--- src/cdcfg_map.vh ---
// Register map, field positions, reset values and timing counts for current-detect config
`ifndef CDCFG_MAP_VH
`define CDCFG_MAP_VH

// ----------------------------------------------------------------------
// Register indices (byte address is four times the index)
// ----------------------------------------------------------------------
`define CDCFG_IDX_CONFIG      4'h6
`define CDCFG_IDX_THR_HIGH    4'h7
`define CDCFG_IDX_THR_LOW     4'h8
`define CDCFG_IDX_IRQ_STATUS  4'hC
`define CDCFG_IDX_IRQ_MASK    4'hD
`define CDCFG_IDX_DET_STATUS  4'hE

// ----------------------------------------------------------------------
// Reset values
// ----------------------------------------------------------------------
`define CDCFG_RST_CONFIG      16'h0600
`define CDCFG_RST_THR_HIGH    16'h0000
`define CDCFG_RST_THR_LOW     16'h0000

// ----------------------------------------------------------------------
// Field positions
// ----------------------------------------------------------------------
`define CDCFG_CFG_ALLCH_BIT   7
`define CDCFG_CFG_NUM_HI      6
`define CDCFG_CFG_NUM_LO      4
`define CDCFG_CFG_LEN_HI      3
`define CDCFG_CFG_LEN_LO      1
`define CDCFG_CFG_EN_BIT      0
`define CDCFG_LOW_TH_HI       15
`define CDCFG_LOW_TH_LO       8
`define CDCFG_LOW_DC_HI       3
`define CDCFG_LOW_DC_LO       0
`define CDCFG_LOW_RW_MASK     16'hFF0F

// ----------------------------------------------------------------------
// Interrupt status bits
// ----------------------------------------------------------------------
`define CDCFG_IRQ_DETECT_BIT  0
`define CDCFG_IRQ_WINDOW_BIT  1
`define CDCFG_IRQ_W           2

// ----------------------------------------------------------------------
// Window lengths in conversion periods
// ----------------------------------------------------------------------
`define CDCFG_LEN_0           12'h080
`define CDCFG_LEN_1           12'h100
`define CDCFG_LEN_2           12'h200
`define CDCFG_LEN_3           12'h300
`define CDCFG_LEN_4           12'h500
`define CDCFG_LEN_5           12'h700
`define CDCFG_LEN_6           12'hA00
`define CDCFG_LEN_7           12'hE00

`endif

--- src/cdcfg_top.v ---
// APB register bank and interrupt logic for the current-detect function
`timescale 1ns/1ns
module cdcfg_top #(
  parameter NCH = 4
) (
  input  wire            core_clk_in,
  input  wire            rst_b_in,
  input  wire            psel_in,
  input  wire            penable_in,
  input  wire            pwrite_in,
  input  wire [7:0]      paddr_in,
  input  wire [31:0]     pwdata_in,
  output reg  [31:0]     prdata_out,
  output reg             pready_out,
  output reg             pslverr_out,
  input  wire            sample_valid_in,
  input  wire [NCH*24-1:0] sample_data_in,
  output reg             detect_mode_on_out,
  output reg  [3:0]      dc_removal_coefficient_out,
  output reg             detect_flag_out,
  output reg             irq_out
);
`include "cdcfg_map.vh"

  // ----------------------------------------------------------------------
  // Reset release synchroniser
  // ----------------------------------------------------------------------
  reg rst_meta_r;
  reg rst_sync_r;
  always @(posedge core_clk_in or negedge rst_b_in) begin
    if (!rst_b_in) begin
      rst_meta_r <= 1'b0;
      rst_sync_r <= 1'b0;
    end else begin
      rst_meta_r <= 1'b1;
      rst_sync_r <= rst_meta_r;
    end
  end

  // ----------------------------------------------------------------------
  // Registers
  // ----------------------------------------------------------------------
  reg  [15:0] config_r;
  reg  [15:0] thr_high_r;
  reg  [15:0] thr_low_r;
  reg  [`CDCFG_IRQ_W-1:0] irq_status_r;
  reg  [`CDCFG_IRQ_W-1:0] irq_mask_r;

  wire        exceed_pulse_w;
  wire        window_done_w;
  wire        det_flag_w;

  // Field views
  wire        all_channels_required = config_r[`CDCFG_CFG_ALLCH_BIT];
  wire [2:0]  exceed_count_select   = config_r[`CDCFG_CFG_NUM_HI:`CDCFG_CFG_NUM_LO];
  wire [2:0]  detect_window_length  = config_r[`CDCFG_CFG_LEN_HI:`CDCFG_CFG_LEN_LO];
  wire        detect_mode_on        = config_r[`CDCFG_CFG_EN_BIT];
  wire [7:0]  threshold_lower_byte  = thr_low_r[`CDCFG_LOW_TH_HI:`CDCFG_LOW_TH_LO];
  wire [15:0] threshold_upper_bits  = thr_high_r;

  // 24-bit threshold from both words
  wire [23:0] threshold_w = {threshold_upper_bits, threshold_lower_byte};

  // ----------------------------------------------------------------------
  // APB decode
  // ----------------------------------------------------------------------
  wire        acc_w    = psel_in & penable_in & pready_out;
  wire        wr_w     = acc_w & pwrite_in;
  wire [5:0]  word_w   = paddr_in[7:2];
  wire        aligned_w = paddr_in[1:0] == 2'b00;
  wire        hit_cfg_w = aligned_w & (word_w == {2'b00, `CDCFG_IDX_CONFIG});
  wire        hit_thh_w = aligned_w & (word_w == {2'b00, `CDCFG_IDX_THR_HIGH});
  wire        hit_thl_w = aligned_w & (word_w == {2'b00, `CDCFG_IDX_THR_LOW});
  wire        hit_ist_w = aligned_w & (word_w == {2'b00, `CDCFG_IDX_IRQ_STATUS});
  wire        hit_imk_w = aligned_w & (word_w == {2'b00, `CDCFG_IDX_IRQ_MASK});
  wire        hit_dst_w = aligned_w & (word_w == {2'b00, `CDCFG_IDX_DET_STATUS});
  wire        mapped_w  = hit_cfg_w | hit_thh_w | hit_thl_w | hit_ist_w | hit_imk_w | hit_dst_w;

  // Read mux
  reg  [31:0] rdata_nxt;
  always @* begin
    rdata_nxt = 32'h0000_0000;
    if (hit_cfg_w) begin
      rdata_nxt = {16'h0000, config_r};
    end else if (hit_thh_w) begin
      rdata_nxt = {16'h0000, thr_high_r};
    end else if (hit_thl_w) begin
      rdata_nxt = {16'h0000, thr_low_r & `CDCFG_LOW_RW_MASK};
    end else if (hit_ist_w) begin
      rdata_nxt = {30'h0000_0000, irq_status_r};
    end else if (hit_imk_w) begin
      rdata_nxt = {30'h0000_0000, irq_mask_r};
    end else if (hit_dst_w) begin
      rdata_nxt = {31'h0000_0000, det_flag_w};
    end
  end

  // ----------------------------------------------------------------------
  // APB answer: one wait state, pready high in second access cycle
  // ----------------------------------------------------------------------
  always @(posedge core_clk_in or negedge rst_sync_r) begin
    if (!rst_sync_r) begin
      pready_out  <= 1'b0;
      prdata_out  <= 32'h0000_0000;
      pslverr_out <= 1'b0;
    end else begin
      if (psel_in && penable_in && !pready_out) begin
        pready_out  <= 1'b1;
        prdata_out  <= pwrite_in ? 32'h0000_0000 : rdata_nxt;
        pslverr_out <= ~mapped_w;
      end else begin
        pready_out  <= 1'b0;
        prdata_out  <= 32'h0000_0000;
        pslverr_out <= 1'b0;
      end
    end
  end

  // ----------------------------------------------------------------------
  // Register writes
  // ----------------------------------------------------------------------
  always @(posedge core_clk_in or negedge rst_sync_r) begin
    if (!rst_sync_r) begin
      config_r   <= `CDCFG_RST_CONFIG;
      thr_high_r <= `CDCFG_RST_THR_HIGH;
      thr_low_r  <= `CDCFG_RST_THR_LOW;
      irq_mask_r <= {`CDCFG_IRQ_W{1'b0}};
    end else if (wr_w) begin
      if (hit_cfg_w) begin
        config_r <= pwdata_in[15:0];
      end
      if (hit_thh_w) begin
        thr_high_r <= pwdata_in[15:0];
      end
      if (hit_thl_w) begin
        thr_low_r <= pwdata_in[15:0] & `CDCFG_LOW_RW_MASK;
      end
      if (hit_imk_w) begin
        irq_mask_r <= pwdata_in[`CDCFG_IRQ_W-1:0];
      end
    end
  end

  // ----------------------------------------------------------------------
  // Sticky interrupt status, write one to clear, set wins
  // ----------------------------------------------------------------------
  wire [`CDCFG_IRQ_W-1:0] irq_set_w = {window_done_w, exceed_pulse_w};
  wire [`CDCFG_IRQ_W-1:0] irq_clr_w = (wr_w & hit_ist_w) ?
                                      pwdata_in[`CDCFG_IRQ_W-1:0] : {`CDCFG_IRQ_W{1'b0}};
  always @(posedge core_clk_in or negedge rst_sync_r) begin
    if (!rst_sync_r) begin
      irq_status_r <= {`CDCFG_IRQ_W{1'b0}};
    end else begin
      irq_status_r <= (irq_status_r & ~irq_clr_w) | irq_set_w;
    end
  end

  // ----------------------------------------------------------------------
  // Registered outputs
  // ----------------------------------------------------------------------
  always @(posedge core_clk_in or negedge rst_sync_r) begin
    if (!rst_sync_r) begin
      detect_mode_on_out         <= 1'b0;
      dc_removal_coefficient_out <= 4'h0;
      detect_flag_out            <= 1'b0;
      irq_out                    <= 1'b0;
    end else begin
      detect_mode_on_out         <= detect_mode_on;
      dc_removal_coefficient_out <= thr_low_r[`CDCFG_LOW_DC_HI:`CDCFG_LOW_DC_LO];
      detect_flag_out            <= det_flag_w;
      irq_out                    <= |(irq_status_r & irq_mask_r);
    end
  end

  // ----------------------------------------------------------------------
  // Detection engine
  // ----------------------------------------------------------------------
  cdcfg_detect #(
    .NCH (NCH),
    .DW  (24)
  ) u_detect (
    .clk_in                   (core_clk_in),
    .rst_b_in                 (rst_sync_r),
    .enable_in                (detect_mode_on),
    .all_channels_required_in (all_channels_required),
    .exceed_count_select_in   (exceed_count_select),
    .detect_window_length_in  (detect_window_length),
    .threshold_in             (threshold_w),
    .sample_valid_in          (sample_valid_in),
    .sample_data_in           (sample_data_in),
    .detect_pulse_out         (exceed_pulse_w),
    .window_done_out          (window_done_w),
    .detect_flag_out          (det_flag_w)
  );
endmodule

--- src/cdcfg_detect.v ---
// Threshold comparison and exceedance counting over a measurement window
`timescale 1ns/1ns
module cdcfg_detect #(
  parameter NCH = 4,
  parameter DW  = 24
) (
  input  wire              clk_in,
  input  wire              rst_b_in,
  input  wire              enable_in,
  input  wire              all_channels_required_in,
  input  wire [2:0]        exceed_count_select_in,
  input  wire [2:0]        detect_window_length_in,
  input  wire [DW-1:0]     threshold_in,
  input  wire              sample_valid_in,
  input  wire [NCH*DW-1:0] sample_data_in,
  output reg               detect_pulse_out,
  output reg               window_done_out,
  output reg               detect_flag_out
);
`include "cdcfg_map.vh"

  // ----------------------------------------------------------------------
  // Per-channel comparison
  // ----------------------------------------------------------------------
  wire [NCH-1:0] over_w;
  genvar g;
  generate
    for (g = 0; g < NCH; g = g + 1) begin : g_cmp
      // Magnitude compare, threshold taken as unsigned
      assign over_w[g] = sample_data_in[g*DW +: DW] > threshold_in;
    end
  endgenerate

  // Any or all channels over threshold
  wire hit_w = all_channels_required_in ? &over_w : |over_w;

  // ----------------------------------------------------------------------
  // Window length and target count decode
  // ----------------------------------------------------------------------
  reg [11:0] win_len_w;
  always @* begin
    case (detect_window_length_in)
      3'd0:    win_len_w = `CDCFG_LEN_0;
      3'd1:    win_len_w = `CDCFG_LEN_1;
      3'd2:    win_len_w = `CDCFG_LEN_2;
      3'd3:    win_len_w = `CDCFG_LEN_3;
      3'd4:    win_len_w = `CDCFG_LEN_4;
      3'd5:    win_len_w = `CDCFG_LEN_5;
      3'd6:    win_len_w = `CDCFG_LEN_6;
      default: win_len_w = `CDCFG_LEN_7;
    endcase
  end
  wire [7:0] target_w = 8'h01 << exceed_count_select_in;

  // ----------------------------------------------------------------------
  // Counters
  // ----------------------------------------------------------------------
  reg  [11:0] period_cnt_r;
  reg  [7:0]  hit_cnt_r;
  reg         reached_r;
  wire        last_w    = period_cnt_r == win_len_w - 12'h001;
  wire        hit_now_w = sample_valid_in & hit_w;
  wire        reach_w   = hit_now_w & ~reached_r & (hit_cnt_r + 8'h01 >= target_w);

  // Count exceedances, restart each window; flag once target reached
  always @(posedge clk_in or negedge rst_b_in) begin
    if (!rst_b_in) begin
      period_cnt_r     <= 12'h000;
      hit_cnt_r        <= 8'h00;
      reached_r        <= 1'b0;
      detect_pulse_out <= 1'b0;
      window_done_out  <= 1'b0;
      detect_flag_out  <= 1'b0;
    end else if (!enable_in) begin
      period_cnt_r     <= 12'h000;
      hit_cnt_r        <= 8'h00;
      reached_r        <= 1'b0;
      detect_pulse_out <= 1'b0;
      window_done_out  <= 1'b0;
      detect_flag_out  <= 1'b0;
    end else begin
      detect_pulse_out <= reach_w;
      window_done_out  <= sample_valid_in & last_w;
      if (reach_w) begin
        detect_flag_out <= 1'b1;
      end
      if (sample_valid_in) begin
        if (last_w) begin
          period_cnt_r <= 12'h000;
          hit_cnt_r    <= 8'h00;
          reached_r    <= 1'b0;
        end else begin
          period_cnt_r <= period_cnt_r + 12'h001;
          if (hit_now_w && hit_cnt_r != 8'hFF) begin
            hit_cnt_r <= hit_cnt_r + 8'h01;
          end
          if (reach_w) begin
            reached_r <= 1'b1;
          end
        end
      end
    end
  end
endmodule

--- config.mk ---
export PLATFORM = sky130hd
export DESIGN_NAME = cdcfg_top
export DESIGN_NICKNAME = d
export VERILOG_FILES = /design/src/cdcfg_top.v /design/src/cdcfg_detect.v
export VERILOG_INCLUDE_DIRS = /design/src /design/src/src
export SDC_FILE = /design/constraint.sdc
export NUM_CORES = 1
export LEC_CHECK = 0
export BUFFER_PORTS_ARGS = -buffer_cell sky130_fd_sc_hd__clkbuf_2
export CAP_MARGIN = 20
export CORE_ASPECT_RATIO = 0.75
export CORE_MARGIN = 1.5
export CORE_UTILIZATION = 45
export CTS_CLUSTER_SIZE = 10
export DETAILED_ROUTE_END_ITERATION = 8
export PLACE_DENSITY_LB_ADDON = 0.15
export SLEW_MARGIN = 15
export SYNTH_ARGS = -nofsm -noshare
export SYNTH_HDL_FRONTEND = slang
export SYNTH_SLANG_ARGS = --single-unit
--- constraint.sdc ---
create_clock -name core_clk_in -period 3.7 [get_ports core_clk_in]
set_clock_uncertainty 0.2 [all_clocks]
set_input_delay 0.185 -clock core_clk_in [delete_from_list [all_inputs] [get_ports core_clk_in]]
set_output_delay 0.185 -clock core_clk_in [all_outputs]
set_load 0.02 [all_outputs]
== Yosys cells after proc, flatten, opt, wreduce, memory -nomap -nowiden ==
Cells that the tools add are included.
Widths: inputs -> output; s select.
Word-level totals
  bits in writable memories: 0
  memories: 0
  memory bits (read-only): 0
  bits in latches: 0
  register bits after elaboration: 115
  output and inout port bits: 41
Cells by class
  multiplexer cells: 27
  $add $sub $neg: 3
  divide/modulo/power cells: 0
  $lt $le $gt $ge: 5
  reduce and logical (&&, ||, !) cells: 15
  shift operators: 1
  equal/unequal tests: 18
  multiply operators: 0
  bitwise gates (word level): 25
Operators by type and width (count)
  $gt 24x24->1: 4
  $pmux 12 s7: 1
  $mux 32: 2
  $mux 16: 3
  $mux 12: 3
  $mux 8: 4
  $eq 6x4->1 const B: 4
  $and 1x1->1: 14
  $add 12x1->12 const B: 1
  $eq 12x12->1: 1
  $eq 6x3->1 const B: 2
  $reduce_and 2->1: 6
  $sub 12x1->12 const B: 1
  $mux 1: 11
  $eq 3x3->1 const B: 3
  $add 8x1->8 const B: 1
  $ge 8x8->1: 1
  $ne 8x8->1 const B: 1
  $shl 1x3->8 const A: 1
  $eq 3x2->1 const B: 2
  $mux 2: 3
  $ne 3x1->1 const B: 2
  $or 1x1->1: 5
  $and 2x2->2: 2
  other kinds (13): 16

== Depth between registers and ports, before layout ==
  word-level depth: 10
  depth in mapped cells: 12
  depth with buffers taken out: 11

== Cells and area by module ==
Synthesis repeated with hierarchy kept, for this count alone.
Unflattened totals
  cell total of the unflattened synthesis: 691
  area total of the unflattened synthesis: 7088.0 um2
By module, submodules not included
  cdcfg_detect: instances 1, cells each 450, area each 3821.2 um2
  cdcfg_top: instances 1, cells each 241, area each 3266.9 um2

== Worst setup path after synthesis ==
Ideal clock, no wire load.
  kind: register to register
  start: reg thr_low_r[11]
  end: reg u_detect.detect_flag_out
  stages on the path, launching flop included: 13
  path slack: 884 ps
  clock period less this slack: 2816 ps
  buffers on the path: 1
  data arrival time: 2495 ps
  required time: 3379 ps
  cells stage by stage: dfrtp_1 inv_1 ha_1 and3_1 a221o_1 a221oi_1 o211ai_1 o21ai_1 a31oi_1 a31o_4 buf_6 o211a_1 a22o_1
On the way
  longest elaborated chain between the ends: 7
RTL lines
  from (decl): line cdcfg_top.v:45  | reg [15:0] thr_low_r;
  from (signal assigned): line cdcfg_top.v:126  | thr_low_r <= `CDCFG_RST_THR_LOW;
  from (signal assigned): line cdcfg_top.v:136  | thr_low_r <= pwdata_in[15:0] & `CDCFG_LOW_RW_MASK;
  $gt 24x24->1: line cdcfg_detect.v:30  | assign over_w[g] = sample_data_in[g*DW +: DW] > threshold_in;
  $reduce_or 4->1 / $reduce_and 4->1 (equally long branches): line cdcfg_detect.v:35  | wire hit_w = all_channels_required_in ? &over_w : |over_w;
  $mux 1 *: line cdcfg_detect.v:35
  $and 1x1->1 *: line cdcfg_detect.v:62  | wire hit_now_w = sample_valid_in & hit_w;
  $and 1x1->1 * (2 in a row): line cdcfg_detect.v:63  | wire reach_w = hit_now_w & ~reached_r & (hit_cnt_r + 8'h01 >= target_w);
  $ne 2x1->1 (no line) *
  to (signal assigned): line cdcfg_detect.v:73  | detect_flag_out <= 1'b0;
  to (signal assigned): line cdcfg_detect.v:80  | detect_flag_out <= 1'b0;
  to (signal assigned): line cdcfg_detect.v:85  | detect_flag_out <= 1'b1;
  to (decl): line cdcfg_detect.v:18  | output reg detect_flag_out
Mark *: on every way between the ends. The rest lies on a longest branch, timed or not.
A chain may end at the register's enable or synchronous reset.

== Final worst setup path ==
  start: reg thr_high_r[11]
  end: reg u_detect.hit_cnt_r[6]
On the way
  longest elaborated chain between the ends: 7
RTL lines
  from (decl): line cdcfg_top.v:44  | reg [15:0] thr_high_r;
  from (signal assigned): line cdcfg_top.v:125  | thr_high_r <= `CDCFG_RST_THR_HIGH;
  from (signal assigned): line cdcfg_top.v:133  | thr_high_r <= pwdata_in[15:0];
  $gt 24x24->1: line cdcfg_detect.v:30
  $reduce_or 4->1 / $reduce_and 4->1 (equally long branches): line cdcfg_detect.v:35
  $mux 1 *: line cdcfg_detect.v:35
  $and 1x1->1 *: line cdcfg_detect.v:62
  $logic_and 1x1->1 *: line cdcfg_detect.v:94  | if (hit_now_w && hit_cnt_r != 8'hFF) begin
  $ne 3x1->1 (no line) *
  $reduce_and 2->1 (no line) *
  to (signal assigned): line cdcfg_detect.v:95  | hit_cnt_r <= hit_cnt_r + 8'h01;
  to (decl): line cdcfg_detect.v:59  | reg [7:0] hit_cnt_r;
Marked as above.

==> flow_results.org <==
** Synthesis
- The Yosys step of the flow raised 0 warnings.
- In this run, synthesis inferred 0 flip-flops with an integrated enable.
- By area the synthesized netlist is led by sky130_fd_sc_hd__dfrtp_1, sky130_fd_sc_hd__ha_1, sky130_fd_sc_hd__mux2_2.
- Synthesis instantiated 63 different standard cells from the library.
- Most used DFF post-synth :: sky130_fd_sc_hd__dfrtp_1
- After synthesis, the mean cell area works out to 9.55 um2.
- Library cell occupying the most area in the post-synthesis netlist :: sky130_fd_sc_hd__dfrtp_1
- Area fraction of the dominant cell type after synthesis :: 0.352
- Post-synth design cell area :: 6910 um2
- Synthesis handed over a netlist of 723 instances.
- In the synthesized netlist the async set-or-reset flop fraction comes to 1.00.
- Number of synthesized register bits :: 99
- Sequential share of the synthesized area :: 0.359

** Floorplan
- For this configuration, the core starts out at a cell density of 0.469.
- Area of the core :: 14700 um2
- The die is 110 um tall.
- Top-level I/O count :: 183
- Number of rows in the core area :: 38
- Floorplan die area :: 16100 um2
- X dimension of the die :: 146 um

** Clocking
- The number of setup buffers added after CTS is 0.
- Clock latency on the worst-skew pair :: 350 ps
- The H-tree was split into 3 levels.
- After clock tree synthesis, the clock-pin slew on the worst setup and hold paths is 80 ps.
- Clock Sink Count :: 99
- Clock root cell :: sky130_fd_sc_hd__clkbuf_16
- Resized Gates After CTS :: 0
- TritonCTS clock tree :: yes
- The number of clock buffers added by TritonCTS is 9.
- Maximum root-to-sink buffer count :: 2

** Timing
- Setup violations remaining at the end of the flow were counted as 0.
- Number of hold violations in the final report :: 0
- For the pin with the worst max-slew slack, the measured transition is 863 ps.
- The final number of max-transition violations was 0.
- For the final routed database, the setup TNS stands at 0 ps.
- Timing-limited maximum frequency :: 298 MHz
- Time the final worst path needs with I/O delays and setup :: 3350 ps
- RSZ-0062 raised after global routing :: no
- Final worst-path cycle share :: 0.906
- Headroom to the max-slew limit came out at 0.421.

** Critical path
- STA classifies the critical path startpoint as a flip-flop.
- Setup crit end kind :: flip-flop
- In this run the critical register-to-register path is launched from thr_high_r[11]$_DFFE_PN0P_.
- STA puts the critical path data required time at 3720 ps.
- Data on the critical path arrives at its endpoint at 3380 ps.
- Setup CP Type :: flip-flop to flip-flop
- Register-to-register setup slack :: 350 ps
- RR Endpoint :: u_detect.hit_cnt_r[6]$_DFFE_PN0P_
- Measured in cells, the most critical reg-to-reg path has a length of 11.
- Of all nets on the critical path, the largest fanout is 14.

** Placed design
- Number of buffer cells added on primary ports :: 150
- The congestion estimate from routability-driven global placement came to 0.921.
- Once placement completed, the tool counted placed cells totaling 1059.
- Summed over all nets, the half-perimeter wirelength after detailed placement is 14600 um.

** Drt
- Average via count per standard cell :: 5.56
- After detailed routing, the average wire length per cell comes to 16.9 um.
- The first TritonRoute pass finished after 6 iterations.
- Total number of vias :: 6103
- Post-route DRC violation count :: 0
- Final wirelength :: 18600 um
- Number of DRC violations after detailed-routing iteration 0 :: 398
- Once detail routing completed, the nets flagged for antenna violations numbered 0.

** Finish
- Final-layout fill cell count :: 1338
- 0 antenna diodes ended up in the layout.
- Leading cell types in the layout, fill and taps excluded :: sky130_fd_sc_hd__clkbuf_2, sky130_fd_sc_hd__ha_1, sky130_fd_sc_hd__dfrtp_1
- Relative to the synthesized area, the layout overhead comes to 21.0%.
- Most common cell after layout, fill and taps aside :: sky130_fd_sc_hd__clkbuf_2
- The net count of the finished layout is 1142.
- Ratio of cells with drive above 1 in the final layout :: 0.249
- Once layout is complete, the cells apart from fillers number 1098.

** Min path
- The startpoint identified for the worst hold timing path is paddr_in[6].
- Class of the worst hold path :: input pin to flip-flop
- The path with the worst hold slack has its endpoint at pslverr_out$_DFF_PN0_.
- Along the worst hold path, the cell count comes to 5.

** Global route
- The via count of the first global-routing pass is 5949.
- GRT Overall Usage :: 0.240
- Largest net degree at the start of global routing :: 53
- Global-route wire length before repair :: 30100 um
- The initial antenna violation count is 0.
- Global routing finished with a remaining overflow of 0.

** Pwr
- The analysis attributes to cell leakage a power of 4.36 nW.
- VDD sags by at most 0.218 mV.
- Dividing total power by cell area gives a power density of 274 nW/um2.
- The completed layout was analyzed and its total power is 2.29 mW.

** Status
- Status :: complete, no violations

** Flow run
- Max-cap violations in this run came to 0.
==> flip-flops by register name, summed over array words and instances, names as in the netlist, 2 cells and up <==
name	count
dc_removal_coefficient_out	4
u_detect.hit_cnt_r	8
irq_status_r	2
prdata_out	16
thr_low_r	12
u_detect.period_cnt_r	12
config_r	16
irq_mask_r	2
thr_high_r	16
==> layer usage <==
metal	track usage	up-vias	routed length, um
met4	0.0548	0	293
met1	0.341	2914	8880
met3	0.0383	28	1290
li1	-	2928	-
met2	0.387	233	8150
met5	0	-	0
==> cell usage after synthesis, drive strengths merged (10+ instances only) <==
library cell and instances:
a22oi 12, o21ai 47, and3 15, nand2 83, nand3 20, xor2 10, nor3 12, mux2 34
nand4 17, clkbuf 17, a21o 11, ha 107, inv 35, nor2 43, a21oi 47, dfrtp 97
buf 20
==> where the power goes <==
part           switching, mW  total (mW)  internal, mW  leakage, nW
logic                  0.136       0.252         0.116         2.96
registers             0.0143        1.10          1.09         1.24
clock network          0.456       0.938         0.482        0.150
total                  0.607        2.29          1.68         4.36
==> cell type report <==
class / count / area (um2) / area share
multi-input combinational: 567 / 4140 / 0.496
sequential: 99 / 2480 / 0.297
timing repair buffer: 181 / 1040 / 0.125
tap: 200 / 250 / 0.0300
clock buffer: 9 / 225 / 0.0270
inverter: 35 / 131 / 0.0157
clock inverter: 7 / 81.3 / 0.00973
==> how the worst max path moves through the flow <==
stage / startpoint / endpoint / slack, ps / cells after the start
floorplan: rst_sync_r$_DFF_PN0_ / config_r[0]$_DFFE_PN0P_ / 540 / 0
global placement: thr_low_r[11]$_DFFE_PN0P_ / u_detect.hit_cnt_r[5]$_DFFE_PN0P_ / 530 / 11
finish: thr_high_r[11]$_DFFE_PN0P_ / u_detect.hit_cnt_r[6]$_DFFE_PN0P_ / 350 / 11
global route: thr_high_r[15]$_DFFE_PN0P_ / u_detect.hit_cnt_r[6]$_DFFE_PN0P_ / 160 / 11
CTS: thr_high_r[10]$_DFFE_PN0P_ / u_detect.hit_cnt_r[6]$_DFFE_PN0P_ / 420 / 11
detailed placement: thr_high_r[10]$_DFFE_PN0P_ / u_detect.hit_cnt_r[5]$_DFFE_PN0P_ / 450 / 11
==> what timing repair did <==
action	4_1_cts	5_1_grt
setup endpoints to repair	0	0
hold buffers	23	0
hold endpoints to repair	53	0
==> kinds of logic (layout without fill, tap and decap cells) <==
logic type,Yosys count,count (layout),synth area share
flops,99,99,0.359
simple gates,226,226,0.162
compound gates,159,159,0.148
fa+ha+maj,107,107,0.194
mux,41,41,0.0656
xor+xnor,17,17,0.0216
other cells,2,17,0.00109
buf+inv,72,232,0.0493
==> worst max-delay path, cell delays in order (launching register included) <==
cell                       delay (ps)
sky130_fd_sc_hd__dfrtp_1          350
sky130_fd_sc_hd__inv_1            120
sky130_fd_sc_hd__ha_1             340
sky130_fd_sc_hd__nand4_1          240
sky130_fd_sc_hd__nor4_1           420
sky130_fd_sc_hd__nand2_1          200
sky130_fd_sc_hd__o211ai_1         220
sky130_fd_sc_hd__o21ai_1          120
sky130_fd_sc_hd__o31ai_1          280
sky130_fd_sc_hd__a31o_4           320
sky130_fd_sc_hd__nand2_1           90
sky130_fd_sc_hd__o311a_1          340
==> stage by stage <==
step	worst slack (ps)	util	hold WS (ps)	cell area [um2]
2_1_floorplan	542	-	-311	6960
6_report	346	0.567	61.9	8350
5_1_grt	164	0.567	105	8350
3_3_place_gp	530	0.530	-230	7820
3_5_place_dp	451	0.530	-227	7820
4_1_cts	423	0.567	63.0	8350
Power figures use the tool's default switching activity.
